===== config.mk =====
export PLATFORM = sky130hd
export DESIGN_NAME = rnic_ctrl
export DESIGN_NICKNAME = d
export VERILOG_FILES = /design/src/rtl/rnic_pkg.sv /design/src/rtl/rnic_ctrl.sv
export SDC_FILE = /design/constraint.sdc
export NUM_CORES = 1
export LEC_CHECK = 0
export BUFFER_PORTS_ARGS = -buffer_cell sky130_fd_sc_hd__buf_2
export CAP_MARGIN = 10
export CORE_UTILIZATION = 49
export CTS_CLUSTER_SIZE = 14
export DETAILED_ROUTE_END_ITERATION = 10
export PLACE_DENSITY = 0.84
export SLEW_MARGIN = 30
export SYNTH_ARGS = -nofsm -noshare
export SYNTH_HDL_FRONTEND = slang
export SYNTH_SLANG_ARGS = --single-unit

===== constraint.sdc =====
create_clock -name clk_sys -period 2.65 [get_ports clk_sys]
set_clock_uncertainty 0.15 [all_clocks]
set_input_delay 0.3975 -clock clk_sys [delete_from_list [all_inputs] [get_ports clk_sys]]
set_output_delay 0.3975 -clock clk_sys [all_outputs]
set_load 0.005 [all_outputs]

===== src/rtl/rnic_pkg.sv =====
// package for the reset and interrupt-input control block
// assumes a single 125 MHz system clock
`default_nettype none
package rnic_pkg;
  localparam int CLK_PERIOD_NS = 8;
  // spike filter windows, in ns
  localparam int SPIKE_REJECT_NS = 10;
  localparam int SPIKE_PASS_NS = 100;
  // longest reject rounds down, least pass rounds up
  localparam int REJECT_CYC = (SPIKE_REJECT_NS / CLK_PERIOD_NS) < 1 ? 1 :
    SPIKE_REJECT_NS / CLK_PERIOD_NS;
  localparam int PASS_CYC =
    (SPIKE_PASS_NS + CLK_PERIOD_NS - 1) / CLK_PERIOD_NS;
  // filter needs one more consecutive low sample than this
  localparam int FILT_CYC = PASS_CYC - 1;
  localparam int FILT_W = 4;
  localparam int PORT_W = 6;
  localparam int CFG_A_BIT = 4;
  localparam int CFG_B_BIT = 5;
  localparam logic [1:0] CFG_RESET = 2'h0;

  typedef enum logic [1:0] {
    RNIC_RUN = 2'b00,
    RNIC_RESET = 2'b01,
    RNIC_POWER_DOWN = 2'b10
  } rnic_state_t;

  // per-pin driver setup
  typedef struct packed {
    logic [PORT_W-1:0] out_en;
    logic [PORT_W-1:0] open_drain;
    logic [PORT_W-1:0] data;
  } rnic_port_cfg_t;
endpackage
`default_nettype wire


===== src/rtl/rnic_ctrl.sv =====
// reset pin filter, interrupt-pin trap, power-down gate, startup straps
// assumes pins are asynchronous to clk_sys; cpu logic on clk_sys
// port pads see port_cfg one cycle late, after the output flops
`default_nettype none
module rnic_ctrl
  import rnic_pkg::*;
(
  input wire logic clk_sys,
  input wire logic sys_rst,
  input wire logic external_reset_input_n,
  input wire logic nmi_pin_n,
  input wire logic power_down_instruction,
  input wire logic wake_req,
  input wire rnic_port_cfg_t port_cfg,
  input wire logic [PORT_W-1:0] port_in,
  output logic [PORT_W-1:0] port_out,
  output logic [PORT_W-1:0] port_oe,
  output logic [PORT_W-1:0] port_pin_data,
  output logic chip_reset,
  output logic nmi_trap,
  output logic power_down,
  output logic startup_config_pin_a,
  output logic startup_config_pin_b
);
  logic [1:0] rst_sync_reg;
  logic [1:0] nmi_sync_reg;
  logic [PORT_W-1:0] pin_s1_reg;
  logic [PORT_W-1:0] pin_s2_reg;
  logic nmi_prev_reg;
  logic [FILT_W-1:0] low_cnt_reg;
  logic filt_low_reg;
  logic nmi_trap_reg;
  logic [1:0] cfg_reg;
  rnic_state_t state_reg;
  rnic_state_t state_next;
  logic rst_raw;

  // two-stage synchronisers
  // reset and interrupt syncs preset high: releasing sys_rst never looks like a pin edge
  always_ff @(posedge clk_sys) begin
    if (sys_rst) begin
      rst_sync_reg <= 2'h3;
      nmi_sync_reg <= 2'h3;
      pin_s1_reg <= '0;
      pin_s2_reg <= '0;
    end else begin
      rst_sync_reg <= {rst_sync_reg[0], external_reset_input_n};
      nmi_sync_reg <= {nmi_sync_reg[0], nmi_pin_n};
      pin_s1_reg <= port_in;
      pin_s2_reg <= pin_s1_reg;
    end
  end
  assign rst_raw = rst_sync_reg[1];

  // low must persist PASS_CYC samples; one 8 ns glitch never counts
  // lows between the two windows may go either way
  always_ff @(posedge clk_sys) begin
    if (sys_rst) begin
      low_cnt_reg <= '0;
      filt_low_reg <= 1'b0;
    end else if (rst_raw) begin
      low_cnt_reg <= '0;
      filt_low_reg <= 1'b0;
    end else if (low_cnt_reg < FILT_W'(FILT_CYC)) begin
      low_cnt_reg <= low_cnt_reg + 1'b1;
    end else begin
      filt_low_reg <= 1'b1;
    end
  end

  // falling edge on the synchronised level
  always_ff @(posedge clk_sys) begin
    if (sys_rst) begin
      nmi_prev_reg <= 1'b1;
      nmi_trap_reg <= 1'b0;
    end else begin
      nmi_prev_reg <= nmi_sync_reg[1];
      nmi_trap_reg <= nmi_prev_reg & ~nmi_sync_reg[1] &
        (state_reg == RNIC_RUN);
    end
  end

  always_comb begin
    state_next = state_reg;
    case (state_reg)
      RNIC_RUN: begin
        // interrupt pin low lets power-down through
        if (power_down_instruction && !nmi_sync_reg[1])
          state_next = RNIC_POWER_DOWN;
      end
      RNIC_POWER_DOWN: begin
        if (wake_req)
          state_next = RNIC_RUN;
      end
      RNIC_RESET: begin
        if (!filt_low_reg)
          state_next = RNIC_RUN;
      end
      default: state_next = RNIC_RESET;
    endcase
    // filtered low reset wins from any state
    if (filt_low_reg)
      state_next = RNIC_RESET;
  end

  always_ff @(posedge clk_sys) begin
    if (sys_rst)
      state_reg <= RNIC_RESET;
    else
      state_reg <= state_next;
  end

  // straps caught on the release edge; the source keeps them steady
  always_ff @(posedge clk_sys) begin
    if (sys_rst)
      cfg_reg <= CFG_RESET;
    else if (state_reg == RNIC_RESET && state_next == RNIC_RUN)
      cfg_reg <= {pin_s2_reg[CFG_B_BIT], pin_s2_reg[CFG_A_BIT]};
  end

  // push-pull drives both levels, open drain only drives low
  // registered so the pads never see a decode glitch
  always_ff @(posedge clk_sys) begin
    if (sys_rst) begin
      port_out <= '0;
      port_oe <= '0;
    end else begin
      port_out <= port_cfg.data;
      port_oe <= port_cfg.out_en &
        (~port_cfg.open_drain | ~port_cfg.data);
    end
  end

  assign port_pin_data = pin_s2_reg;
  assign chip_reset = (state_reg == RNIC_RESET);
  assign power_down = (state_reg == RNIC_POWER_DOWN);
  assign nmi_trap = nmi_trap_reg;
  assign startup_config_pin_a = cfg_reg[0];
  assign startup_config_pin_b = cfg_reg[1];

  // a filtered low always lands in reset
  reset_entry_a: assert property (
    @(posedge clk_sys) disable iff (sys_rst)
    filt_low_reg |=> chip_reset) else $error("reset not entered");

  // a 1-cycle low spike never resets
  spike_reject_a: assert property (
    @(posedge clk_sys) disable iff (sys_rst)
    rst_raw ##1 !rst_raw ##1 rst_raw |-> !filt_low_reg)
    else $error("spike passed filter");
  // low held past the count passes
  long_pass_a: assert property (
    @(posedge clk_sys) disable iff (sys_rst)
    (!rst_raw)[*8] ##1 (!rst_raw)[*6] |-> filt_low_reg)
    else $error("long low not passed");
  filt_clear_a: assert property (
    @(posedge clk_sys) disable iff (sys_rst)
    rst_raw |=> !filt_low_reg) else $error("filter held over high");

  trap_edge_a: assert property (
    @(posedge clk_sys) disable iff (sys_rst)
    nmi_trap |-> $past(nmi_prev_reg) && !$past(nmi_sync_reg[1]))
    else $error("trap without edge");
  trap_fire_a: assert property (
    @(posedge clk_sys) disable iff (sys_rst)
    nmi_prev_reg && !nmi_sync_reg[1] && state_reg == RNIC_RUN
    |=> nmi_trap) else $error("edge without trap");
  trap_pulse_a: assert property (
    @(posedge clk_sys) disable iff (sys_rst)
    nmi_trap |=> !nmi_trap) else $error("trap longer than one cycle");
  trap_gate_a: assert property (
    @(posedge clk_sys) disable iff (sys_rst)
    nmi_trap |-> !$past(chip_reset) && !$past(power_down))
    else $error("trap outside run");

  pd_enter_a: assert property (
    @(posedge clk_sys) disable iff (sys_rst)
    state_reg == RNIC_RUN && power_down_instruction && !nmi_sync_reg[1]
    && !filt_low_reg |=> power_down)
    else $error("power-down not entered");
  pd_ignore_a: assert property (
    @(posedge clk_sys) disable iff (sys_rst)
    state_reg == RNIC_RUN && power_down_instruction && nmi_sync_reg[1]
    |=> !power_down) else $error("power-down not ignored");

  strap_sample_a: assert property (
    @(posedge clk_sys) disable iff (sys_rst)
    chip_reset ##1 !chip_reset |-> startup_config_pin_a ==
    $past(pin_s2_reg[CFG_A_BIT])) else $error("strap a wrong");
  strap_b_a: assert property (
    @(posedge clk_sys) disable iff (sys_rst)
    chip_reset ##1 !chip_reset |-> startup_config_pin_b ==
    $past(pin_s2_reg[CFG_B_BIT])) else $error("strap b wrong");

  od_drive_a: assert property (
    @(posedge clk_sys) disable iff (sys_rst)
    (port_oe & port_out & $past(port_cfg.open_drain)) == '0)
    else $error("open drain drove high");
  pp_drive_a: assert property (
    @(posedge clk_sys) disable iff (sys_rst)
    ($past(port_cfg.out_en) & ~$past(port_cfg.open_drain) & ~port_oe)
    == '0) else $error("push-pull pin not driven");

  sync_delay_a: assert property (
    @(posedge clk_sys) disable iff (sys_rst)
    nmi_sync_reg[1] == $past(nmi_pin_n, 2)) else $error("sync depth");
  rst_sync_a: assert property (
    @(posedge clk_sys) disable iff (sys_rst)
    rst_raw == $past(external_reset_input_n, 2))
    else $error("reset sync depth");

  // main scenarios
  cov_reset_c: cover property (@(posedge clk_sys) chip_reset ##1 !chip_reset);
  cov_trap_c: cover property (@(posedge clk_sys) nmi_trap);
  cov_pd_c: cover property (@(posedge clk_sys) !power_down ##1 power_down);
  cov_spike_c: cover property (@(posedge clk_sys)
    rst_raw ##1 !rst_raw ##1 rst_raw);
  cov_pd_block_c: cover property (@(posedge clk_sys)
    state_reg == RNIC_RUN && power_down_instruction && nmi_sync_reg[1]);
endmodule
`default_nettype wire


==> qor.csv, run 1 <==
metric,value,unit
run_status,finished clean,
ant_nets,0,
hpwl,1520,um
p_comb_frac,0.073,
fin_ws,1030,ps
cts_inserted_buffers,5,
setup_violations,0,
finalHoldViolations,0,
power.share.clock,0.289,
power.switching,0.216,mW
ios,53,
crit_path_max_fanout,7,
r2r-start,state_reg[1]$_SDFF_PP0_,
start_util,0.539,
leakage,0.739,nW
routedWlPerCell,11.1,um
power,0.969,mW
drive_gt1_frac,0.414,
worst-r2r-setup-slack,1290,ps
synthTopCellsByArea,"dfxtp_1, nor2b_1, a211oi_1, or2_2, a2111oi_4",
use_met3,0.0667,
slew_viol_final,0,
htree_levels,2,
ys.flop_type,dfxtp_1,
crit_type,register to output port,
first_pass_iters,2,
grt_use_met2,0.284,
p_int,0.754,mW
yosysUniqueCellTypes,27,
cts_setup_buffers,0,
r2r-end,state_reg[1]$_SDFF_PP0_,
antenna_found_initial,0,
final_cell_mix,"buf_2, dfxtp_1, nor2b_1",
ir_worst_vdd,0.476,mV
cp-start-kind,register,
ys_seq_area_frac,0.631,
instances_no_fill,190,
relSlewSlack,0.561,
fmax,0.616,GHz
worst_pin_slew,658,ps
die_h,52.3,um
grt_pass1_wl,3330,um
area_growth,26.6,%
synth_area,1240,um2
syn_nets,138,
tns,0,ps
grt_max_degree,41,
clk_latency,330,ps
grt_pass1_vias,805,
end_kind,output port,
pwr-share-seq,0.638,
rr_worst_depth,2,
overflow,0,
layout_commonest_cell,buf_2,
worst_ep_required_time,2100,ps
coreArea,2300,um2
syn_area_per_cell,11.6,um2
placed_cells,182,
drv_cap,0,
min_from,port_cfg[6],
drc,0,
ctsResizeCount,0,
rsz0062_at_grt,false,
holdPathStages,2,
die_w,52.3,um
min_to,port_oe[0]$_SDFF_PP0_,
fp.dieArea,2730,um2
clkSlewWorstSetupHoldPaths,110,ps
netlist_instances,107,
stdcell_area,1570,um2
cts_tree,built,
clkSinkCount,39,
power.density,619,nW/um2
drt-initial-drc-count,5,
synth-edff-count,0,
vias_per_cell,4.68,
post-place-ws,1040,ps
vias,890,
synth_top_area_frac,0.631,
finalNetCount,192,
grt_usage,0.172,
busiest_layer,met2,
post-route-period-util,0.613,
synth_top_area_cell,dfxtp_1,
clockBufferDepth,2,
rows,17,
antenna-diode-count,0,
ys_warn_count,0,
drt-total-wl,2110,um
ys_seq_elements,39,
p_sw_frac,0.222,
async_flop_share,0,
gp_congestion,0.654,
portBuffers,52,
hold_buffers,0,
min_path_type,input port to register,
critical_path_arrival,1080,ps
grt_use_met1,0.185,
cts_root_buf,clkbuf_4,
placed_area,1510,um2
period_minus_slack,1620,ps
[Yosys cell counts (all sizes together), types with 2 or more instances]
| cell type | count |
|---|---|
| clkbuf | 3 |
| dfxtp | 39 |
| nor2b | 19 |
| nor3 | 2 |
| inv | 6 |
| or2 | 5 |
| a211oi | 8 |
| buf | 2 |
| mux2i | 2 |
| nand2b | 4 |
| nand3 | 2 |
[worst max-delay path, stage by stage (launching register included)]
cell     delay (ps)
dfxtp_1         440
and2b_1         200
buf_2           120
[routing by layer]
layer | part of all wire | wire (um)
met1 | 0.40 | 840
met2 | 0.52 | 1100
met3 | 0.062 | 132
met4 | 0.020 | 42
met5 | 0 | 0
[logic make-up after synthesis]
family / share of synthesized area
flops: 0.631
buf+inv: 0.0344
compound gates: 0.101
fa+ha+maj: 0.0101
mux: 0.0162
simple gates: 0.207
[power groups by stage]
| stage | sequential [mW] | clock (mW) | combinational (mW) |
|---|---|---|---|
| after floorplan | 0.633 | 0 | 0.0306 |
| after global placement | 0.631 | 0 | 0.0687 |
| after detailed placement | 0.632 | 0 | 0.0719 |
| after CTS | 0.619 | 0.296 | 0.0721 |
| after global routing | 0.621 | 0.323 | 0.0797 |
| final | 0.618 | 0.280 | 0.0712 |
[cell type report]
class	count	area, um2
Tap cell	28	35.0
Inverter	6	22.5
Sequential cell	39	781
Clock inverter	2	12.5
Timing Repair Buffer	52	260
Fill cell	194	731
Multi-Input combinational cell	57	414
Clock buffer	6	41.3
[worst max-delay path by stage]
stage / startpoint / endpoint / slack, ps / cells after the start
after floorplan: power_down_instruction / state_reg[1]$_SDFF_PP0_ / 1320 / 2
after global placement: sys_rst / nmi_trap$_SDFF_PP0_ / 1080 / 3
after detailed placement: sys_rst / nmi_trap$_SDFF_PP0_ / 1040 / 3
after CTS: state_reg[1]$_SDFF_PP0_ / chip_reset / 1020 / 2
after global routing: state_reg[1]$_SDFF_PP0_ / chip_reset / 940 / 2
final: state_reg[1]$_SDFF_PP0_ / chip_reset / 1030 / 2
[stage by stage]
stage / hold WS (ps) / util
floorplan: 239 / -
global placement: 242 / 0.658
global route: 46.2 / 0.682
detailed placement: 257 / 0.658
CTS: 63.4 / 0.682
finish: 79.3 / 0.682
(Power assumes the default switching activity.)
==> inputs of run 2 (changes only) <==
--- a/config.mk
+++ b/config.mk
@@ -7,10 +7,10 @@
 export LEC_CHECK = 0
 export BUFFER_PORTS_ARGS = -buffer_cell sky130_fd_sc_hd__buf_2
 export CAP_MARGIN = 10
-export CORE_UTILIZATION = 49
+export CORE_UTILIZATION = 45
 export CTS_CLUSTER_SIZE = 14
 export DETAILED_ROUTE_END_ITERATION = 10
-export PLACE_DENSITY = 0.84
+export PLACE_DENSITY = 0.78
 export SLEW_MARGIN = 30
 export SYNTH_ARGS = -nofsm -noshare
 export SYNTH_HDL_FRONTEND = slang
==> constraint.sdc (replaced) <==
create_clock -name clk_sys -period 1.6 [get_ports clk_sys]
set_clock_uncertainty 0.15 [all_clocks]
set_input_delay 0.24 -clock clk_sys [delete_from_list [all_inputs] [get_ports clk_sys]]
set_output_delay 0.24 -clock clk_sys [all_outputs]
set_load 0.005 [all_outputs]
==> run 2 against run 1 <==
  * Combinational power increased to 2.6 times the previous value
  * Sequential share of layout area fell by 7.3 points
  * The flow now finishes with violations (negative hold slack)
  * Via count rose by 16%
  * Non-clock buffer count is 25 higher
  * Critical path type is now input port to register
==> qor.csv, run 2 (same netlist as run 1, synthesis figures left out) <==
metric,value,unit
cts_tree,built,
area.sequential,781,um2
grt_usage,0.203,
clk_latency,340,ps
clkSinkCount,39,
area_growth,48.4,%
period_minus_slack,1580,ps
grt_max_degree,40,
violations,negative hold slack,
die_w,54.4,um
grt_pass1_vias,931,
crit_type,input port to register,
drt-total-wl,2880,um
overflow,0,
leakage,0.855,nW
finalHoldViolations,1,
r2r-end,state_reg[1]$_SDFF_PP0_,
ios,53,
critical_path_arrival,1710,ps
hold_slack,-2.71,ps
vias,1030,
setup_violations,0,
fmax,0.634,GHz
rows,18,
min_path_type,input port to register,
crit_path_end,port_oe[0]$_SDFF_PP0_,
drv_cap,0,
finalNetCount,217,
first_pass_iters,4,
drive_gt1_frac,0.378,
die_h,54.4,um
ir_worst_vdd,0.843,mV
drc,0,
clkSlewWorstSetupHoldPaths,110,ps
vias_per_cell,4.79,
worst-r2r-setup-slack,210,ps
grt_pass1_wl,3990,um
relSlewSlack,0.745,
cts_inserted_buffers,5,
crit_path_max_fanout,2,
portBuffers,52,
tns,0,ps
antenna-diode-count,0,
hpwl,1560,um
worst_pin_slew,382,ps
clockBufferDepth,2,
slew_viol_final,0,
antenna_found_initial,0,
start_util,0.486,
power.density,896,nW/um2
rsz0062_at_grt,false,
cts_root_buf,clkbuf_4,
worst_ep_required_time,1730,ps
multiInputGateArea,434,um2
gp_congestion,0.659,
rr_worst_depth,2,
critPathLaunch,port_cfg[0],
r2r-start,state_reg[1]$_SDFF_PP0_,
htree_levels,2,
ant_nets,0,
run_status,finished with violations,
cp-start-kind,input port,
end_kind,register,
drt-initial-drc-count,11,
fp.dieArea,2960,um2
coreArea,2540,um2
routedWlPerCell,13.4,um
post-route-period-util,0.987,
fill_cells,194,
layout_commonest_cell,buf_2,
final_cell_mix,"buf_2, dfxtp_1, dlygate4sd3_1",
[run 2: per-stage QoR]
stage,instance area (um2),setup slack (ps),instances,power (mW),utilization
2_1_floorplan,1240,305,107,1.10,-
3_3_place_gp,1540,290,185,1.16,0.603
3_5_place_dp,1540,227,185,1.17,0.603
4_1_cts,1840,41.3,217,1.64,0.722
5_1_grt,1840,19.1,215,1.70,0.722
6_report,1840,21.5,215,1.65,0.722
[run 2: critical path, cell delays in order]
cell and delay, ps:
dlygate4sd3_1 540, buf_2 140, a211oi_2 210, dlygate4sd3_1 570
[run 2: layout make-up]
class / count / share of cell area
tap: 30 / 0.0204
sequential: 39 / 0.425
multi-input combinational: 57 / 0.236
inverter: 6 / 0.0123
clock buffer: 6 / 0.0225
timing repair buffer: 77 / 0.283
[run 2: per-layer routing]
layer  part of all wire  vias to the layer above  track usage
li1                   -                      514            -
met1               0.36                      479        0.198
met2               0.58                       28        0.358
met3              0.033                        9       0.0667
met4              0.026                        0        0.141
met5                  0                        -            0
[run 2: worst min path at each step]
stage	from	endpoint	slack [ps]	cells past startpoint
after global placement	rst_sync_reg[0]$_SDFF_PP1_	rst_sync_reg[1]$_SDFF_PP1_	240	1
final	port_cfg[13]	port_oe[1]$_SDFF_PP0_	-3	3
after floorplan	port_cfg[6]	port_oe[0]$_SDFF_PP0_	180	1
after global routing	port_cfg[13]	port_oe[1]$_SDFF_PP0_	6	3
after CTS	sys_rst	nmi_prev_reg$_SDFF_PP1_	8	2
after detailed placement	rst_sync_reg[0]$_SDFF_PP1_	rst_sync_reg[1]$_SDFF_PP1_	240	1
[run 2: timing repair]
item,4_1_cts,5_1_grt
resized for setup,0,4
setup buffers,0,0
hold buffers,26,0
endpoints found under the setup margin,0,5
endpoints found under the hold margin,20,0
[run 2: report_power, final]
group / internal [mW] / switching, mW
clock: 0.156 / 0.283
sequential: 1.01 / 0.0143
combinational: 0.114 / 0.0681
total: 1.28 / 0.366
==> inputs of run 3 (changes only) <==
--- a/config.mk
+++ b/config.mk
@@ -5,12 +5,13 @@
 export SDC_FILE = /design/constraint.sdc
 export NUM_CORES = 1
 export LEC_CHECK = 0
+export ABC_CLOCK_PERIOD_IN_PS = 1550
 export BUFFER_PORTS_ARGS = -buffer_cell sky130_fd_sc_hd__buf_2
 export CAP_MARGIN = 10
-export CORE_UTILIZATION = 45
+export CORE_UTILIZATION = 25
 export CTS_CLUSTER_SIZE = 14
 export DETAILED_ROUTE_END_ITERATION = 10
-export PLACE_DENSITY = 0.78
+export PLACE_DENSITY = 0.49
 export SLEW_MARGIN = 30
 export SYNTH_ARGS = -nofsm -noshare
 export SYNTH_HDL_FRONTEND = slang
==> constraint.sdc (replaced) <==
create_clock -name clk_sys -period 1.55 [get_ports clk_sys]
set_clock_uncertainty 0.15 [all_clocks]
set_input_delay 0.2325 -clock clk_sys [delete_from_list [all_inputs] [get_ports clk_sys]]
set_output_delay 0.2325 -clock clk_sys [all_outputs]
set_load 0.005 [all_outputs]
==> run 3 against run 2 <==
  * The run now ends clean
  * Power is 13% higher
  * Routed wire length is 3.8% lower
  * Critical path type is now register to output port
  * Critical endpoint is now chip_reset
  * Utilization down 34 points
  * Sequential share of layout area rose by 0.32 points
  * Critical path depth is 2 lower
  * Via count shrank 5.1%
  * Design area is 0.75% lower
  * Clock power increased by 46%
  * Combinational power shrank 9.9%
  * Sequential power up 4%
  * Die area increased by 77%
  * Highest routed layer unchanged
  * Non-clock buffer count decreased by 7
  * Largest power group unchanged
==> qor.csv, run 3 (same netlist as run 1, synthesis figures left out) <==
metric,value,unit
cts_root_buf,clkbuf_8,
die_h,72.4,um
die_w,72.4,um
portBuffers,52,
crit_path_max_fanout,7,
drc,0,
first_pass_iters,5,
vias_per_cell,3.96,
worst_pin_slew,404,ps
grt_usage,0.111,
tns,0,ps
finalHoldViolations,0,
antenna_found_initial,0,
start_util,0.260,
post-place-ws,195,ps
clk_latency,280,ps
slew_viol_final,0,
fill_cells,499,
cts_tree,built,
grt_use_met2,0.183,
cp_slowest_stage_delay,410,ps
grt_max_degree,22,
ant_nets,0,
drt-total-wl,2770,um
slowest_stage,dfxtp_1,
ir_worst_vdd,0.457,mV
post-route-period-util,0.901,
layout_commonest_cell,buf_2,
worst_ep_required_time,1170,ps
coreArea,4750,um2
rsz0062_at_grt,false,
drive_gt1_frac,0.383,
cp_top_family,flip-flops,
period_minus_slack,1400,ps
run_status,finished clean,
clockBufferDepth,2,
fp.dieArea,5240,um2
worstPathCellList,and2b_1 -> buf_2,
antenna-diode-count,0,
crit_type,register to output port,
final_cell_mix,"buf_2, dfxtp_1, nor2b_1",
fin_util,0.383,
drt-initial-drc-count,28,
hpwl,1740,um
area_growth,47.3,%
use_met3,0.0500,
power.density,1020,nW/um2
setup_violations,0,
grt_pass1_vias,951,
leakage,0.831,nW
rows,25,
clkSinkCount,39,
grt_use_met1,0.123,
gp_congestion,0.694,
drv_cap,0,
min_path_type,input port to register,
fin_ws,154,ps
vias,977,
clkSlewWorstSetupHoldPaths,70,ps
ios,53,
busiest_layer,met2,
cts_inserted_buffers,5,
cp-start-kind,register,
critical_path_arrival,1010,ps
crit_buf_inv,1,
routedWlPerCell,11.2,um
grt_pass1_wl,4290,um
finalNetCount,210,
fmax,0.716,GHz
overflow,0,
end_kind,output port,
htree_levels,2,
relSlewSlack,0.730,
cts_setup_buffers,0,
[run 3: cell types whose count changed in the layout (fill, tap and decap cells not counted)]
cell           before  now
a211oi_1            4    7
dlygate4sd3_1      24   16
clkbuf_8            0    5
clkbuf_1            1    2
clkinv_2            0    1
a211oi_2            4    1
buf_12              1    0
buf_4               0    2
clkbuf_4            5    0
[run 3: layout make-up]
cell class,instances,area [um2],share of cell area
timing repair buffer,70,435,0.239
tap,67,83.8,0.0460
sequential,39,781,0.428
inverter,6,22.5,0.0124
multi-input combinational,57,419,0.230
clock inverter,1,5.00,0.00275
clock buffer,7,76.3,0.0419
[run 3: through the flow]
| stage | instance area [um2] | power, mW | instances | hold slack (ps) |
|---|---|---|---|---|
| after floorplan | 1240 | 1.13 | 107 | 175 |
| after global placement | 1580 | 1.21 | 223 | 247 |
| after detailed placement | 1580 | 1.21 | 223 | 248 |
| after CTS | 1820 | 1.89 | 247 | 1.11 |
| after global routing | 1820 | 1.95 | 247 | 5.00 |
| final | 1820 | 1.86 | 247 | 12.5 |
[run 3: report_power, final]
group | switching, mW | internal (mW)
clock network | 0.326 | 0.315
logic | 0.0628 | 0.101
registers | 0.0146 | 1.04
[run 3: path summary, 6_finish.rpt]
path                              start                         end  slack [ps]  cells after the start
min reg2reg  rst_sync_reg[0]$_SDFF_PP1_  rst_sync_reg[1]$_SDFF_PP1_         260                      1
min                          port_in[3]    pin_s1_reg[3]$_SDFF_PP0_          10                      2
max reg2reg     state_reg[1]$_SDFF_PP0_     state_reg[1]$_SDFF_PP0_         190                      2
max             state_reg[1]$_SDFF_PP0_                  chip_reset         150                      2
[run 3: layer usage]
layer  part of all wire  routed length (um)
met4              0.029                  81
met2               0.51                1410
met5                  0                   0
met1               0.41                1140
met3              0.050                 138
[run 3: worst register-to-register path, stage by stage, from the launching register on]
cell	delay, ps
dfxtp_1	360
or3b_4	420
a2111oi_4	340
[run 3: what timing repair did]
action	4_1_cts	5_1_grt
resized for setup	0	1
setup endpoints to repair	0	2
hold buffers	16	2
endpoints found under the hold margin	10	2
